`src/rtl/mtsc_map.vh`:
```
// constants for the passive serial configuration target
`ifndef MTSC_MAP_VH
`define MTSC_MAP_VH
`define MTSC_CLK_PERIOD_NS 40
`define MTSC_RESET_TIMEOUT_US 40
`define MTSC_RESET_TIMEOUT_CYC ((`MTSC_RESET_TIMEOUT_US * 1000) / `MTSC_CLK_PERIOD_NS)
`define MTSC_IMAGE_BITS 32'h0000_0100
`define MTSC_INIT_CYC 16'h0040
`define MTSC_ST_RESET 3'h0
`define MTSC_ST_WAIT 3'h1
`define MTSC_ST_LOAD 3'h2
`define MTSC_ST_DONE 3'h3
`define MTSC_ST_INIT 3'h4
`define MTSC_ST_USER 3'h5
`define MTSC_ST_ERROR 3'h6
`endif

```
`src/rtl/mtsc_target.v`:
```
// one configuration target on a passive serial lane
`timescale 1ns/1ps
// How it works
// loader picks lane width from target count
// three targets: lane 3 unused
// one lane may feed two chained targets
// identical data: enable held active, lockstep
// identical data: chain enable output unconnected
// master loader drives shift clock everywhere
// cascade output drives next loader select
// loader drives cascade low when emptied
// next loader starts within one clock
// shared status error halts whole chain
// missing done: master forces all resets
// init request drives reconfiguration request
// only first loader drives init request
// done and status lines tied chain-wide
// initialization clocked by oscillator or user clock
// only older loaders may cascade
// status released after at most 40 us
// finished target drives chain enable out low
// sample lane bit each shift clock rising edge; code skips an edge, dropping its bit, if the buffer is full at bit eight
// state codes and counts must be known before the parameter list
`include "mtsc_map.vh"
module mtsc_target #(
  parameter IMAGE_BITS = `MTSC_IMAGE_BITS,
  parameter TIMEOUT_CYC = `MTSC_RESET_TIMEOUT_CYC,
  parameter INIT_CYC = `MTSC_INIT_CYC,
  parameter AUTO_RESTART = 1
) (
  // clock and reset
  input wire clk,
  input wire nrst,
  // configuration pins from the loader and the chain
  input wire cfg_shift_clock,
  input wire serial_lane0,
  input wire chain_enable_in_n,
  input wire reconfig_req_n,
  input wire status_in_n,
  input wire done_in,
  input wire data_error,
  // initialization clock selection
  input wire user_init_clock,
  input wire use_user_clock,
  // open-drain status and done pins, driven chain enable output
  output wire status_out,
  output wire status_oe,
  output wire done_out,
  output wire done_oe,
  output reg chain_enable_out_n,
  // configuration word stream to the fabric, user mode flag
  output wire [7:0] cfg_word,
  output wire cfg_word_valid,
  input wire cfg_word_ready,
  output wire user_mode
);
  // two-flop synchronisers for every pin but data_error, use_user_clock and cfg_word_ready
  reg [6:0] s1_r;
  reg [6:0] s2_r;
  wire [6:0] pins = {user_init_clock, done_in, status_in_n, reconfig_req_n,
                     chain_enable_in_n, serial_lane0, cfg_shift_clock};
  always @(posedge clk or negedge nrst) begin
    if (!nrst) begin
      s1_r <= 7'h00;
      s2_r <= 7'h00;
    end else begin
      s1_r <= pins;
      s2_r <= s1_r;
    end
  end
  wire cfg_shift_clock_s = s2_r[0];
  wire data_s = s2_r[1];
  wire ce_n_s = s2_r[2];
  wire cfg_n_s = s2_r[3];
  wire st_n_s = s2_r[4];
  wire done_s = s2_r[5];
  wire uclk_s = s2_r[6];
  reg cfg_shift_clock_d_r;
  reg uclk_d_r;
  always @(posedge clk or negedge nrst) begin
    if (!nrst) begin
      cfg_shift_clock_d_r <= 1'b0;
      uclk_d_r <= 1'b0;
    end else begin
      cfg_shift_clock_d_r <= cfg_shift_clock_s;
      uclk_d_r <= uclk_s;
    end
  end
  wire cfg_shift_clock_rise = cfg_shift_clock_s & ~cfg_shift_clock_d_r;
  // initialization tick: internal oscillator is clk itself
  wire init_tick = use_user_clock ? (uclk_s & ~uclk_d_r) : 1'b1;

  reg [2:0] state_r;
  reg [31:0] cnt_r;
  reg [7:0] shift_r;
  reg [2:0] bitn_r;
  reg wr_r;
  wire buf_ready;
  // status driven low in reset and error; done low until loaded and in error
  assign status_out = 1'b0;
  assign status_oe = (state_r == `MTSC_ST_RESET) || (state_r == `MTSC_ST_ERROR);
  assign done_out = 1'b0;
  assign done_oe = (state_r == `MTSC_ST_RESET) || (state_r == `MTSC_ST_WAIT) ||
                   (state_r == `MTSC_ST_LOAD) || (state_r == `MTSC_ST_ERROR);
  assign user_mode = (state_r == `MTSC_ST_USER);

  // main configuration sequence
  always @(posedge clk or negedge nrst) begin
    if (!nrst) begin
      state_r <= `MTSC_ST_RESET;
      cnt_r <= 32'h0000_0000;
      shift_r <= 8'h00;
      bitn_r <= 3'h0;
      wr_r <= 1'b0;
      chain_enable_out_n <= 1'b1;
    end else begin
      wr_r <= 1'b0;
      if (!cfg_n_s && state_r != `MTSC_ST_RESET) begin
        state_r <= `MTSC_ST_RESET; // reconfiguration request
        cnt_r <= 32'h0000_0000;
        chain_enable_out_n <= 1'b1;
      end else begin
        case (state_r)
          `MTSC_ST_RESET: begin
            chain_enable_out_n <= 1'b1;
            bitn_r <= 3'h0;
            if (cnt_r < TIMEOUT_CYC - 1) begin
              cnt_r <= cnt_r + 32'h0000_0001;
            end else if (cfg_n_s) begin
              state_r <= `MTSC_ST_WAIT; // release within 40 us
              cnt_r <= 32'h0000_0000;
            end
          end
          `MTSC_ST_WAIT: begin
            // whole chain starts only once shared status is high
            if (st_n_s && !ce_n_s) begin
              state_r <= `MTSC_ST_LOAD;
            end
          end
          `MTSC_ST_LOAD: begin
            if (!st_n_s || data_error) begin
              state_r <= `MTSC_ST_ERROR; // any error halts all
              cnt_r <= 32'h0000_0000;
            end else if (cfg_shift_clock_rise && buf_ready) begin
              // with the buffer full at the eighth bit this edge goes unsampled and its bit is dropped
              shift_r <= {shift_r[6:0], data_s};
              bitn_r <= bitn_r + 3'h1;
              wr_r <= (bitn_r == 3'h7);
              cnt_r <= cnt_r + 32'h0000_0001;
              if (cnt_r == IMAGE_BITS - 1) begin
                state_r <= `MTSC_ST_DONE;
              end
            end
          end
          `MTSC_ST_DONE: begin
            cnt_r <= 32'h0000_0000;
            if (!st_n_s) begin
              // no hand-on when the chain fails right at the last bit
              chain_enable_out_n <= 1'b1;
              state_r <= `MTSC_ST_ERROR;
            end else begin
              chain_enable_out_n <= 1'b0; // hand on to next target
              if (done_s) begin
                state_r <= `MTSC_ST_INIT; // all targets done together
              end
            end
          end
          `MTSC_ST_INIT: begin
            if (init_tick) begin
              cnt_r <= cnt_r + 32'h0000_0001;
              if (cnt_r == INIT_CYC - 1) begin
                state_r <= `MTSC_ST_USER;
              end
            end
          end
          `MTSC_ST_USER: begin
            state_r <= `MTSC_ST_USER;
          end
          `MTSC_ST_ERROR: begin
            chain_enable_out_n <= 1'b1;
            bitn_r <= 3'h0; // a cut frame restarts on a word boundary
            if (cnt_r < TIMEOUT_CYC - 1) begin
              cnt_r <= cnt_r + 32'h0000_0001;
            end else if (AUTO_RESTART != 0) begin
              state_r <= `MTSC_ST_WAIT; // release status after time-out
              cnt_r <= 32'h0000_0000;
            end
          end
          default: begin
            state_r <= `MTSC_ST_RESET;
          end
        endcase
      end
    end
  end

  // two-entry word buffer toward the fabric
  reg [7:0] mem_r [0:1];
  reg wp_r;
  reg rp_r;
  reg [1:0] cnt2_r;
  assign buf_ready = (cnt2_r != 2'h2) || !(bitn_r == 3'h7);
  wire push = wr_r;
  wire pop = cfg_word_valid && cfg_word_ready;
  assign cfg_word_valid = (cnt2_r != 2'h0);
  assign cfg_word = mem_r[rp_r];
  always @(posedge clk or negedge nrst) begin
    if (!nrst) begin
      wp_r <= 1'b0;
      rp_r <= 1'b0;
      cnt2_r <= 2'h0;
      mem_r[0] <= 8'h00;
      mem_r[1] <= 8'h00;
    end else begin
      if (push) begin
        mem_r[wp_r] <= shift_r;
        wp_r <= ~wp_r;
      end
      if (pop) begin
        rp_r <= ~rp_r;
      end
      cnt2_r <= cnt2_r + {1'b0, push} - {1'b0, pop};
    end
  end
endmodule

```
`config.mk`:
```
export PLATFORM = sky130hd
export DESIGN_NAME = mtsc_target
export DESIGN_NICKNAME = d
export VERILOG_FILES = /design/src/rtl/mtsc_target.v
export VERILOG_INCLUDE_DIRS = /design/src /design/src/rtl
export SDC_FILE = /design/constraint.sdc
export NUM_CORES = 1
export LEC_CHECK = 0
export ABC_AREA = 1
export CAP_MARGIN = 30
export CORE_ASPECT_RATIO = 1.1
export CORE_MARGIN = 5
export CORE_UTILIZATION = 60
export DETAILED_ROUTE_END_ITERATION = 12
export DONT_BUFFER_PORTS = 1
export PLACE_DENSITY = 0.76
export SLEW_MARGIN = 20
export SYNTH_ARGS = -nofsm -noshare
export SYNTH_HDL_FRONTEND = slang
export SYNTH_SLANG_ARGS = --single-unit
```
`constraint.sdc`:
```
create_clock -name clk -period 4.8 [get_ports clk]
set_input_delay 0.96 -clock clk [delete_from_list [all_inputs] [get_ports clk]]
set_output_delay 0.96 -clock clk [all_outputs]
set_load 0.005 [all_outputs]
```
# After elaboration in Yosys (flattened, before gate mapping)
# Index checks and enable logic that the tools add are counted.
# word_totals
wordCells,119
inputBits,12
regBits,84
# classes
bitwise_logic,10
n_mux,38
n_reduce_logical,26
magnitude_cmp,4
n_addsub,4
n_eq_ne,22
# ops
op,n
$mux 32,7
$pmux 32 s5,1
$mux 3,14
$add 32x1->32 const B,1
$eq 32x6->1 const B,1
$eq 32x8->1 const B,1
$lt 32x10->1 const B,1
$mux 8,4
$pmux 3 s7,1
$bwmux 16,1
$eq 3x3->1 const B,4
$ne 3x3->1 const B,4
$reduce_and 4->1,3
$reduce_and 9->1,1
$demux 8 s1,1
$ne 4x1->1 const B,2
$mux 1,7
$eq 3x2->1 const B,2
$logic_or 1x1->1,6
$not 1->1,6
$pmux 3 s2,1
$reduce_bool 3->1,2
$reduce_bool 6->1,1
$logic_and 1x1->1,5
19 further kinds,27

# Logic depth before layout (Yosys ltp)
# Gate-level depths: netlist (run 1).
# logic_depth
word_depth,8
depth_mapped,13

# Least setup slack after synthesis (run 1)
# No wires, ideal clock.
# synth_path
path_kind,input port to flip-flop
start,in data_error
end,reg shift_r[0]
setup_time_ns,0.126
path_slack_ns,2.681
required_time_ns,4.674
path_stages,8
arrival_time_ns,1.993
n_path_buf,2
path_cell_list,nor2_1 buf_4 inv_1 a21oi_1 nand3_1 nor2_4 buf_4 o21ai_0
# synth_via
elab_chain_len,3
# synth_rtl
element,line,text
from (decl),mtsc_target.v:41,"input wire data_error,"
$logic_or 1x1->1,mtsc_target.v:141,if (!st_n_s || data_error) begin
$not 1->1 (no line),--,
$reduce_and 4->1 (no line),--,
to (signal assigned),mtsc_target.v:146,"shift_r <= {shift_r[6:0], data_s};"
to (decl),mtsc_target.v:95,reg [7:0] shift_r;
# No other way between the ends.
# A chain may end at the register's enable or synchronous reset.

# Final worst setup path (run 1)
# layout_path
start,reg state_r[0]
end,reg cnt_r[23]
# layout_via
elab_chain_len,4
# layout_rtl
element,line,text
from (decl),mtsc_target.v:93,reg [2:0] state_r;
from (signal assigned),mtsc_target.v:110,state_r <= `MTSC_ST_RESET;
from (signal assigned),mtsc_target.v:119,state_r <= `MTSC_ST_RESET;
from (signal assigned),mtsc_target.v:130,state_r <= `MTSC_ST_WAIT;
$reduce_bool 3->1 (no line),--,
$logic_and 1x1->1 (no line),--,
"$ne 4x2->1 (no line), or another cell as far along",--,
$reduce_and 4->1 (no line),--,
to (signal assigned),mtsc_target.v:128,cnt_r <= cnt_r + 32'h0000_0001;
to (signal assigned),mtsc_target.v:149,cnt_r <= cnt_r + 32'h0000_0001;
to (signal assigned),mtsc_target.v:170,cnt_r <= cnt_r + 32'h0000_0001;
to (decl),mtsc_target.v:94,reg [31:0] cnt_r;
# Several ways; a longest one is shown, not always the timed one.

==> results of run 1 <==
==> worst paths after layout <==
kind	from	to	slack, ps	cells past startpoint
setup / recovery	state_r[0]$_DFFE_PN0P_	cnt_r[23]$_DFFE_PN0P_	1950	11
hold / removal	nrst	cnt_r[19]$_DFFE_PN0P_	280	0
setup reg to reg	state_r[0]$_DFFE_PN0P_	cnt_r[23]$_DFFE_PN0P_	1950	11
hold reg to reg	s1_r[1]$_DFF_PN0_	s2_r[1]$_DFF_PN0_	350	0
max in group asynchronous	nrst	chain_enable_out_n$_DFFE_PN1P_	4290	0
min in group clk	s1_r[1]$_DFF_PN0_	s2_r[1]$_DFF_PN0_	350	0
==> stage by stage <==
| step | hold slack, ps | setup slack (ps) | area (um^2) | total power, mW | utilization [%] |
|---|---|---|---|---|---|
| 2_1_floorplan | 331 | 2680 | 4740 | 0.811 | - |
| 3_3_place_gp | 332 | 1890 | 4760 | 0.825 | 60.8 |
| 3_5_place_dp | 337 | 1850 | 4760 | 0.829 | 60.8 |
| 4_1_cts | 273 | 1990 | 4940 | 1.29 | 63.1 |
| 5_1_grt | 259 | 1710 | 4940 | 1.33 | 63.1 |
| 6_report | 280 | 1950 | 4940 | 1.28 | 63.1 |
==> logic make-up (layout without fill, tap and decap cells) <==
group / after synthesis / count (layout) / share of synthesized area (%)
AND/OR/NAND/NOR: 405 / 405 / 36.1
adder cells (fa/ha/maj): 5 / 5 / 1.32
other: 1 / 2 / 0.0791
XOR/XNOR: 6 / 6 / 1.11
buffers and inverters: 95 / 94 / 8.66
AO/OA/AOI/OAI: 68 / 68 / 8.32
flip-flops: 84 / 84 / 44.4
==> cell usage in the layout, fill, tap and decap left out, types with 3 or more instances in the layout <==
cell type and count:
nor2_1 96, inv_1 74, a21oi_1 5, dfrtp_1 83, ha_1 5, o21ai_1 12, nand2_2 4, o21ai_0 35
nor2_2 4, nor3_1 5, nand3b_1 3, nand2_1 212, nand3_1 51, and2_1 4, clkbuf_8 9, clkinvlp_4 4
o21bai_1 7, xor2_1 4, nand4_1 21
==> where the power goes <==
| group | internal, mW | total, mW | switching [mW] |
|---|---|---|---|
| combinational | 0.0250 | 0.0625 | 0.0374 |
| sequential | 0.728 | 0.750 | 0.0225 |
| clock | 0.192 | 0.468 | 0.277 |
| total | 0.945 | 1.28 | 0.337 |
==> flip-flops by register name (all words and copies together) (netlist names) <==
| signal | cells |
|---|---|
| mem_r | 16 |
| s2_r | 7 |
| cfg_shift_clock_d_r | 1 |
| bitn_r | 3 |
| state_r | 3 |
| rp_r | 1 |
| shift_r | 8 |
| push | 1 |
| s1_r | 7 |
| cnt_r | 32 |
| uclk_d_r | 1 |
| wp_r | 1 |
| cnt2_r | 2 |
| chain_enable_out_n | 1 |
==> metal layers <==
metal	up-vias	GRT usage (%)	part of all wire, %
li1	2103	-	-
met5	-	0	0
met4	0	10.7	2.6
met2	130	46.3	50
met3	27	5.07	5.5
met1	2039	32.0	42
==> critical path, stage by stage, from the launching register on <==
cell	delay (ps)
dfrtp_1	490
inv_1	130
nand2_1	110
nand2_1	480
nand3_1	220
nand2_1	140
nor2_4	260
nand2_4	260
inv_4	320
nand2_2	150
inv_1	120
nor2_1	50
==> area by class of cell <==
class	instances	share of cell area, %
multi-input cells	486	45.1
flip-flops and latches	84	42.6
clock buffers	10	2.58
clock inverters	6	0.963
inverters	78	5.98
well taps	108	2.74
==> flow_summary.ini, run 1 <==
[pwr]
leakage_nw = 2.44
vdd.ir_drop.worst_v = 0.000256
power.density_cell_area_nw_per_um2 = 260

[synth]
dominantRegCellSynth = dfrtp_1
yosys-top-cells-count = nand2_1 (212), nor2_1 (96), dfrtp_1 (83)
syn-instance-count = 664
yosysSeqAreaShare_pct = 44.4
synth.yosys.warnings = 0
syn_area_per_cell_um2 = 7.14
synth.top_cells.by_area = dfrtp_1 (44%), nand2_1 (17%), nor2_1 (7.6%)
synth_async_sr_flop_share_pct = 100
synth_enable_flop_cells = 0
post_synth_instance_area_um2 = 4740
synth.distinct_cells = 39
yosys_register_bits = 84
synth_top_area_share_pct = 43.8
synth.most_common_cell = nand2_1
netlist.top_cell.by_area = dfrtp_1

[cells_and_area]
n_antenna_cell = 0
finalNonFillerCells = 772
num-fill-cells = 775
area_delta_synth_final_pct = 4.20
multi_input_comb_area_um2 = 2230
ff_latch_area_um2 = 2100
drive_above_1_share_pct = 5.12
finalNetCount = 676

[clock_tree]
clk_latency_ps = 360
cts_tree = yes
cts-buffers-inserted = 9
cts_hold_buf = 0
cts.reportedPaths.clkPinSlew_ps = 90
cts_repair_resize_count = 0
cts_max_path_buffers = 2
cts_root_buf = clkbuf_8
post_cts_setup_buffers = 0
clock_sinks = 84
cts-htree-levels = 3

[worst_setup_path]
setup.worst_path.start_class = flip-flop
setup.worst_path.class = flip-flop to flip-flop
endpoint_kind = flip-flop
worst-path-max-fanout = 27
cp.required_ps = 5060
timing.critical_path.arrival_ps = 3110

[floorplanning]
top_ports = 27
die_w_um = 94.7
fp.dieArea_um2 = 9780
fp.coreArea_um2 = 7830
start_util_pct = 60.5
die_h_um = 103
row_count = 34

[grt]
vias_in_the_first_global_route = 4136
grt_first_pass_wirelength_um = 19900
globalRoute.totalOverflow = 0
grt_max_degree = 85
global_route.usage.total_pct = 26.4
antenna_violations_before_repair = 0

[timing]
worstMarginPinSlew_ps = 833
max_freq_ghz = 0.351
final_hold_viol_count = 0
drv_slew = 0
timing.final.crit_period_ps = 2850
rel_slew_slack_pct = 44.2
rsz0062_at_grt = no
report.final.setup_viol = 0
setup_tns_ps = 0
min_period_over_period_pct = 59.4
clock-skew-final_ps = 14.8

[place]
buffer_ports.inserted = 0
dp_hpwl_um = 8620
routabilityCongestion = 0.962
dp.cells = 756

[route]
detailedRoute.firstIterationViolations = 387
detail-route-antenna-nets = 0
detail_route.wl_per_cell_um = 15.4
drtPass1Iterations = 5
drc = 0
wire_length_after_detailed_routing_um = 11900
routed-via-count = 4299
via_per_inst = 5.57

[run]
max_cap_viol_count = 0

[run_status]
outcome = finished, final reports clean

[min_path]
hold_path_class = input port to async pin
No activity file was read; power rests on OpenSTA's default activity.
==> run 2: changes to the inputs <==
clock period = 2.8 ns   (was 4.8 ns; I/O delays follow)
==> run 2 against run 1 <==
Against the previous run: sequential cell count stayed put; sequential power is 72% higher; critical path type unchanged; utilization is 1.4 points higher; worst hold slack worse by 240 ps; non-clock buffer count is 7 higher; cell area is 2.2% higher; highest routed layer unchanged; via count is 0.28% lower; final cell count is 0.91% higher; total power is 81% higher; worst setup slack worse by 1500 ps; largest power group unchanged.
==> flow_summary.ini, run 2 (synthesis gave the netlist of run 1 again) <==
[timing]
final_hold_viol_count = 0
rsz0062_at_grt = no
clock-skew-final_ps = 8.59
report.final.setup_viol = 0
min_period_over_period_pct = 84.2
setup_tns_ps = 0
drv_slew = 0
worst_hold_slack_ps = 38.7
worstMarginPinSlew_ps = 522
max_freq_ghz = 0.424
rel_slew_slack_pct = 65.1
timing.final.crit_period_ps = 2360

[route]
via_per_inst = 5.50
wire_length_after_detailed_routing_um = 11400
detail_route.wl_per_cell_um = 14.6
routed-via-count = 4287
drtPass1Iterations = 5
detailedRoute.firstIterationViolations = 321
detail-route-antenna-nets = 0
drc = 0

[cells_and_area]
num-fill-cells = 724
max_reg_flops = 32
commonest_cells_after_routing_fill_and_taps_aside = nand2_1 (212), nor2_1 (96), dfrtp_1 (83)
top_regs = cnt_r (32), mem_r (16), shift_r (8)
area_delta_synth_final_pct = 6.47
drive_above_1_share_pct = 6.26
n_antenna_cell = 0
regMostFlops = cnt_r
final_common_cell = nand2_1
finalNetCount = 683

[worst_setup_path]
timing.critical_path.to = cnt_r[10]$_DFFE_PN0P_
cp.required_ps = 3050
ff2ff_path_depth = 12
r2r-end = cnt_r[10]$_DFFE_PN0P_
setup.worst_path.class = flip-flop to flip-flop
timing.critical_path.arrival_ps = 2610
setup.worst_path.start_class = flip-flop
timing.rr.start = bitn_r[0]$_DFFE_PN0P_
setup.worst_path.start = bitn_r[0]$_DFFE_PN0P_
reg2reg_setup_slack_ps = 440
worst-path-max-fanout = 27
endpoint_kind = flip-flop

[pwr]
vdd.ir_drop.worst_v = 0.000390
leakage_nw = 2.51
power.density_cell_area_nw_per_um2 = 459
pnr_total_power_mw = 2.31

[floorplanning]
start_util_pct = 60.5
fp.dieArea_um2 = 9780
row_count = 34
die_h_um = 103
fp.coreArea_um2 = 7830
die_w_um = 94.7
top_ports = 27

[grt]
grt_max_degree = 84
vias_in_the_first_global_route = 4069
globalRoute.totalOverflow = 0
global_route.usage.total_pct = 25.5
antenna_violations_before_repair = 0
grt_first_pass_wirelength_um = 19300

[run_status]
outcome = finished, final reports clean

[clock_tree]
cts_tree = yes
clock_sinks = 84
cts-htree-levels = 3
clk_latency_ps = 360
cts.reportedPaths.clkPinSlew_ps = 80
cts_max_path_buffers = 2
cts-buffers-inserted = 9
post_cts_setup_buffers = 0
cts_root_buf = clkbuf_8
cts_repair_resize_count = 0

[place]
buffer_ports.inserted = 0
dp_hpwl_um = 8290
routabilityCongestion = 1.01

[min_path]
hold_path_class = input port to async pin

[run]
max_cap_viol_count = 0
-- run 2: cell count changes in the layout (fill, tap and decap cells not counted) --
cell and change:
clkinv_4 +3, clkbuf_1 -1, clkinvlp_4 -3, bufinv_16 +1
inv_6 -1, buf_16 +1, buf_4 +6, clkbuf_8 +1
-- run 2: how the worst min path moves through the flow --
stage | from | end | slack (ps) | cells past startpoint
5_1_grt | nrst | chain_enable_out_n$_DFFE_PN1P_ | 30 | 0
6_report | nrst | chain_enable_out_n$_DFFE_PN1P_ | 40 | 0
2_1_floorplan | nrst | bitn_r[0]$_DFFE_PN0P_ | 260 | 0
3_5_place_dp | nrst | cnt_r[22]$_DFFE_PN0P_ | 270 | 0
3_3_place_gp | nrst | cnt_r[24]$_DFFE_PN0P_ | 270 | 0
4_1_cts | nrst | chain_enable_out_n$_DFFE_PN1P_ | 30 | 0
-- run 2: power breakdown --
part           internal, mW  switching (mW)  leakage (nW)
clock network         0.444           0.450         0.103
registers              1.25          0.0377          1.07
logic                0.0483          0.0866          1.33
-- run 2: final cells by class --
class	instances	area, um^2	share of cell area (%)
Inverter	78	295	5.85
Clock buffer	10	138	2.73
Timing Repair Buffer	7	72.6	1.44
Multi-Input combinational cell	486	2230	44.2
Clock inverter	6	72.6	1.44
Sequential cell	84	2100	41.7
Tap cell	108	135	2.68
-- run 2: through the flow --
stage	std cells	util [%]	worst slack (ps)	area, um^2
2_1_floorplan	665	-	954	4740
3_3_place_gp	762	61.4	552	4810
3_5_place_dp	762	61.4	473	4810
4_1_cts	779	64.5	455	5040
5_1_grt	779	64.5	238	5040
6_report	779	64.5	442	5040
-- run 2: what timing repair did --
action                     in CTS  in global routing
hold endpoints to repair       83                  0
setup endpoints to repair       0                  0
hold buffers                    1                  0
-- run 2: layer usage --
metal,track usage (%),routed length (um)
met3,5.21,764
met2,43.0,5680
met1,32.4,4660
met4,10.5,303
met5,0,0
-- run 2: worst max-delay path, cell delays in order, from the launching register on --
cell and delay (ps):
dfrtp_1 410, ha_1 200, ha_1 190, nand3_1 90, nand2_1 70, nand2_1 80, nor2_1 70, nor2_4 250
nand2_4 250, inv_4 300, nand2_2 160, o21ai_0 120, nor2_1 60
==> run 3: changes to the inputs <==
clock period = 2.25 ns   (was 2.8 ns; I/O delays follow)
==> run 3 against run 2 <==
Against the previous run: the flow now finishes with violations (negative hold slack); cell area grew 0.27%; register-to-register slack lost 290 ps; total power grew 20%; clock skew grew 8.0 ps; routed wire length grew 4.2%; sequential share of layout area shrank 0.11 points; non-clock buffer count grew 7; clock power grew 14%.
==> flow_summary.ini, run 3 (synthesis gave the netlist of run 1 again) <==
[timing]
worstMarginPinSlew_ps = 575
min_period_over_period_pct = 93.1
worst_hold_slack_ps = -241
final_hold_viol_count = 84
rsz0062_at_grt = no
setup_tns_ps = 0
timing.final.crit_period_ps = 2100
report.final.setup_viol = 0
drv_slew = 0
clock-skew-final_ps = 16.6
max_freq_ghz = 0.477
setup_slack_ps = 154
rel_slew_slack_pct = 61.5

[place]
pre_cts_ws_ps = -12.5
dp_hpwl_um = 8790
routabilityCongestion = 0.950
buffer_ports.inserted = 0

[clock_tree]
cts-htree-levels = 3
clock_sinks = 84
cts.reportedPaths.clkPinSlew_ps = 100
cts_tree = yes
cts_max_path_buffers = 2
cts_root_buf = clkbuf_8
clk_latency_ps = 370
cts-buffers-inserted = 9
post_cts_setup_buffers = 0

[grt]
grt_max_degree = 85
global_route.usage.total_pct = 26.4
globalRoute.totalOverflow = 0
grt_first_pass_wirelength_um = 20100
antenna_violations_before_repair = 0
vias_in_the_first_global_route = 4273

[cells_and_area]
layout.core_utilization_pct = 64.6
drive_above_1_share_pct = 7.37
area_delta_synth_final_pct = 6.76
max_reg_flops = 32
n_antenna_cell = 0
finalNetCount = 690
final_common_cell = nand2_1
commonest_cells_after_routing_fill_and_taps_aside = nand2_1 (212), nor2_1 (95), dfrtp_1 (83)
regMostFlops = cnt_r
top_regs = cnt_r (32), mem_r (16), shift_r (8)

[pwr]
vdd.ir_drop.worst_v = 0.000691
leakage_nw = 2.52
power.density_cell_area_nw_per_um2 = 547
pnr_total_power_mw = 2.77

[floorplanning]
die_h_um = 103
fp.dieArea_um2 = 9780
top_ports = 27
die_w_um = 94.7
row_count = 34
fp.coreArea_um2 = 7830
start_util_pct = 60.5

[worst_setup_path]
timing.rr.start = cnt_r[0]$_DFFE_PN0P_
worst-path-max-fanout = 24
setup.worst_path.class = flip-flop to flip-flop
cp.required_ps = 2520
reg2reg_setup_slack_ps = 150
setup.worst_path.start_class = flip-flop
r2r-end = cnt_r[17]$_DFFE_PN0P_
timing.critical_path.arrival_ps = 2370
endpoint_kind = flip-flop
ff2ff_path_depth = 11

[route]
drtPass1Iterations = 5
wl_met3_um = 642
detailedRoute.firstIterationViolations = 328
met2RoutedLength_um = 6110
drc = 0
detail-route-antenna-nets = 0
drt-met1-wl_um = 4820
via_per_inst = 5.53
wire_length_after_detailed_routing_um = 11900
uppermost_signal_routing_layer_after_detailed_routing = met4
detail_route.wl_per_cell_um = 15.1
routed-via-count = 4346

[run]
max_cap_viol_count = 0

[run_status]
failed_checks = negative hold slack
outcome = complete, but fails checks

[min_path]
hold_path_class = input port to async pin
-- run 3: changes by cell type in the layout (fill, tap and decap cells not counted), sizes merged --
cell | previous run | this run
buf | 7 | 14
bufinv | 1 | 0
clkbuf | 10 | 9
clkinv | 4 | 2
clkinvlp | 1 | 2
inv | 78 | 81
-- run 3: how the worst max path moves through the flow --
stage	startpoint	end	cells past startpoint
after floorplan	bitn_r[0]$_DFFE_PN0P_	cnt_r[8]$_DFFE_PN0P_	12
after global placement	cnt_r[1]$_DFFE_PN0P_	state_r[2]$_DFFE_PN0P_	12
after detailed placement	cnt_r[1]$_DFFE_PN0P_	state_r[2]$_DFFE_PN0P_	12
after CTS	cnt_r[1]$_DFFE_PN0P_	state_r[2]$_DFFE_PN0P_	12
after global routing	bitn_r[0]$_DFFE_PN0P_	cnt_r[23]$_DFFE_PN0P_	12
final	cnt_r[0]$_DFFE_PN0P_	cnt_r[17]$_DFFE_PN0P_	11
-- run 3: repair_timing --
item,CTS,global route
hold endpoints to repair,84,84
endpoints found under the setup margin,1,5
pin swaps,0,0
gates resized for setup,1,2
-- run 3: metal layers --
| layer | GRT usage [%] | vias to the layer above |
|---|---|---|
| li1 | - | 2115 |
| met1 | 32.5 | 2072 |
| met2 | 45.9 | 132 |
| met3 | 5.21 | 27 |
| met4 | 9.88 | 0 |
| met5 | 0 | - |
-- run 3: cell type report --
cell class | count | area, um^2
clock buffer | 9 | 124
clock inverter | 7 | 57.6
fill | 748 | 2770
inverter | 78 | 298
multi-input combinational | 486 | 2240
sequential | 84 | 2100
tap | 108 | 135
timing repair buffer | 14 | 105
-- run 3: power by group --
| part | internal [mW] | switching, mW |
|---|---|---|
| combinational | 0.0555 | 0.0844 |
| clock | 0.418 | 0.606 |
| sequential | 1.55 | 0.0525 |
| total | 2.03 | 0.743 |
-- run 3: metrics by stage --
step / cells / area (um^2)
4_1_cts: 786 / 5050
2_1_floorplan: 665 / 4740
3_5_place_dp: 770 / 4870
3_3_place_gp: 770 / 4870
6_report: 786 / 5060
5_1_grt: 786 / 5060
-- run 3: critical path, stage by stage, from the launching register on --
cell and delay, ps:
dfrtp_1 420, ha_1 240, nand2_1 170, nand2_1 80
nand3_1 100, nand2_1 110, o21ai_4 180, nand2_4 150
inv_6 200, nand2_2 150, inv_1 130, nor2_1 60
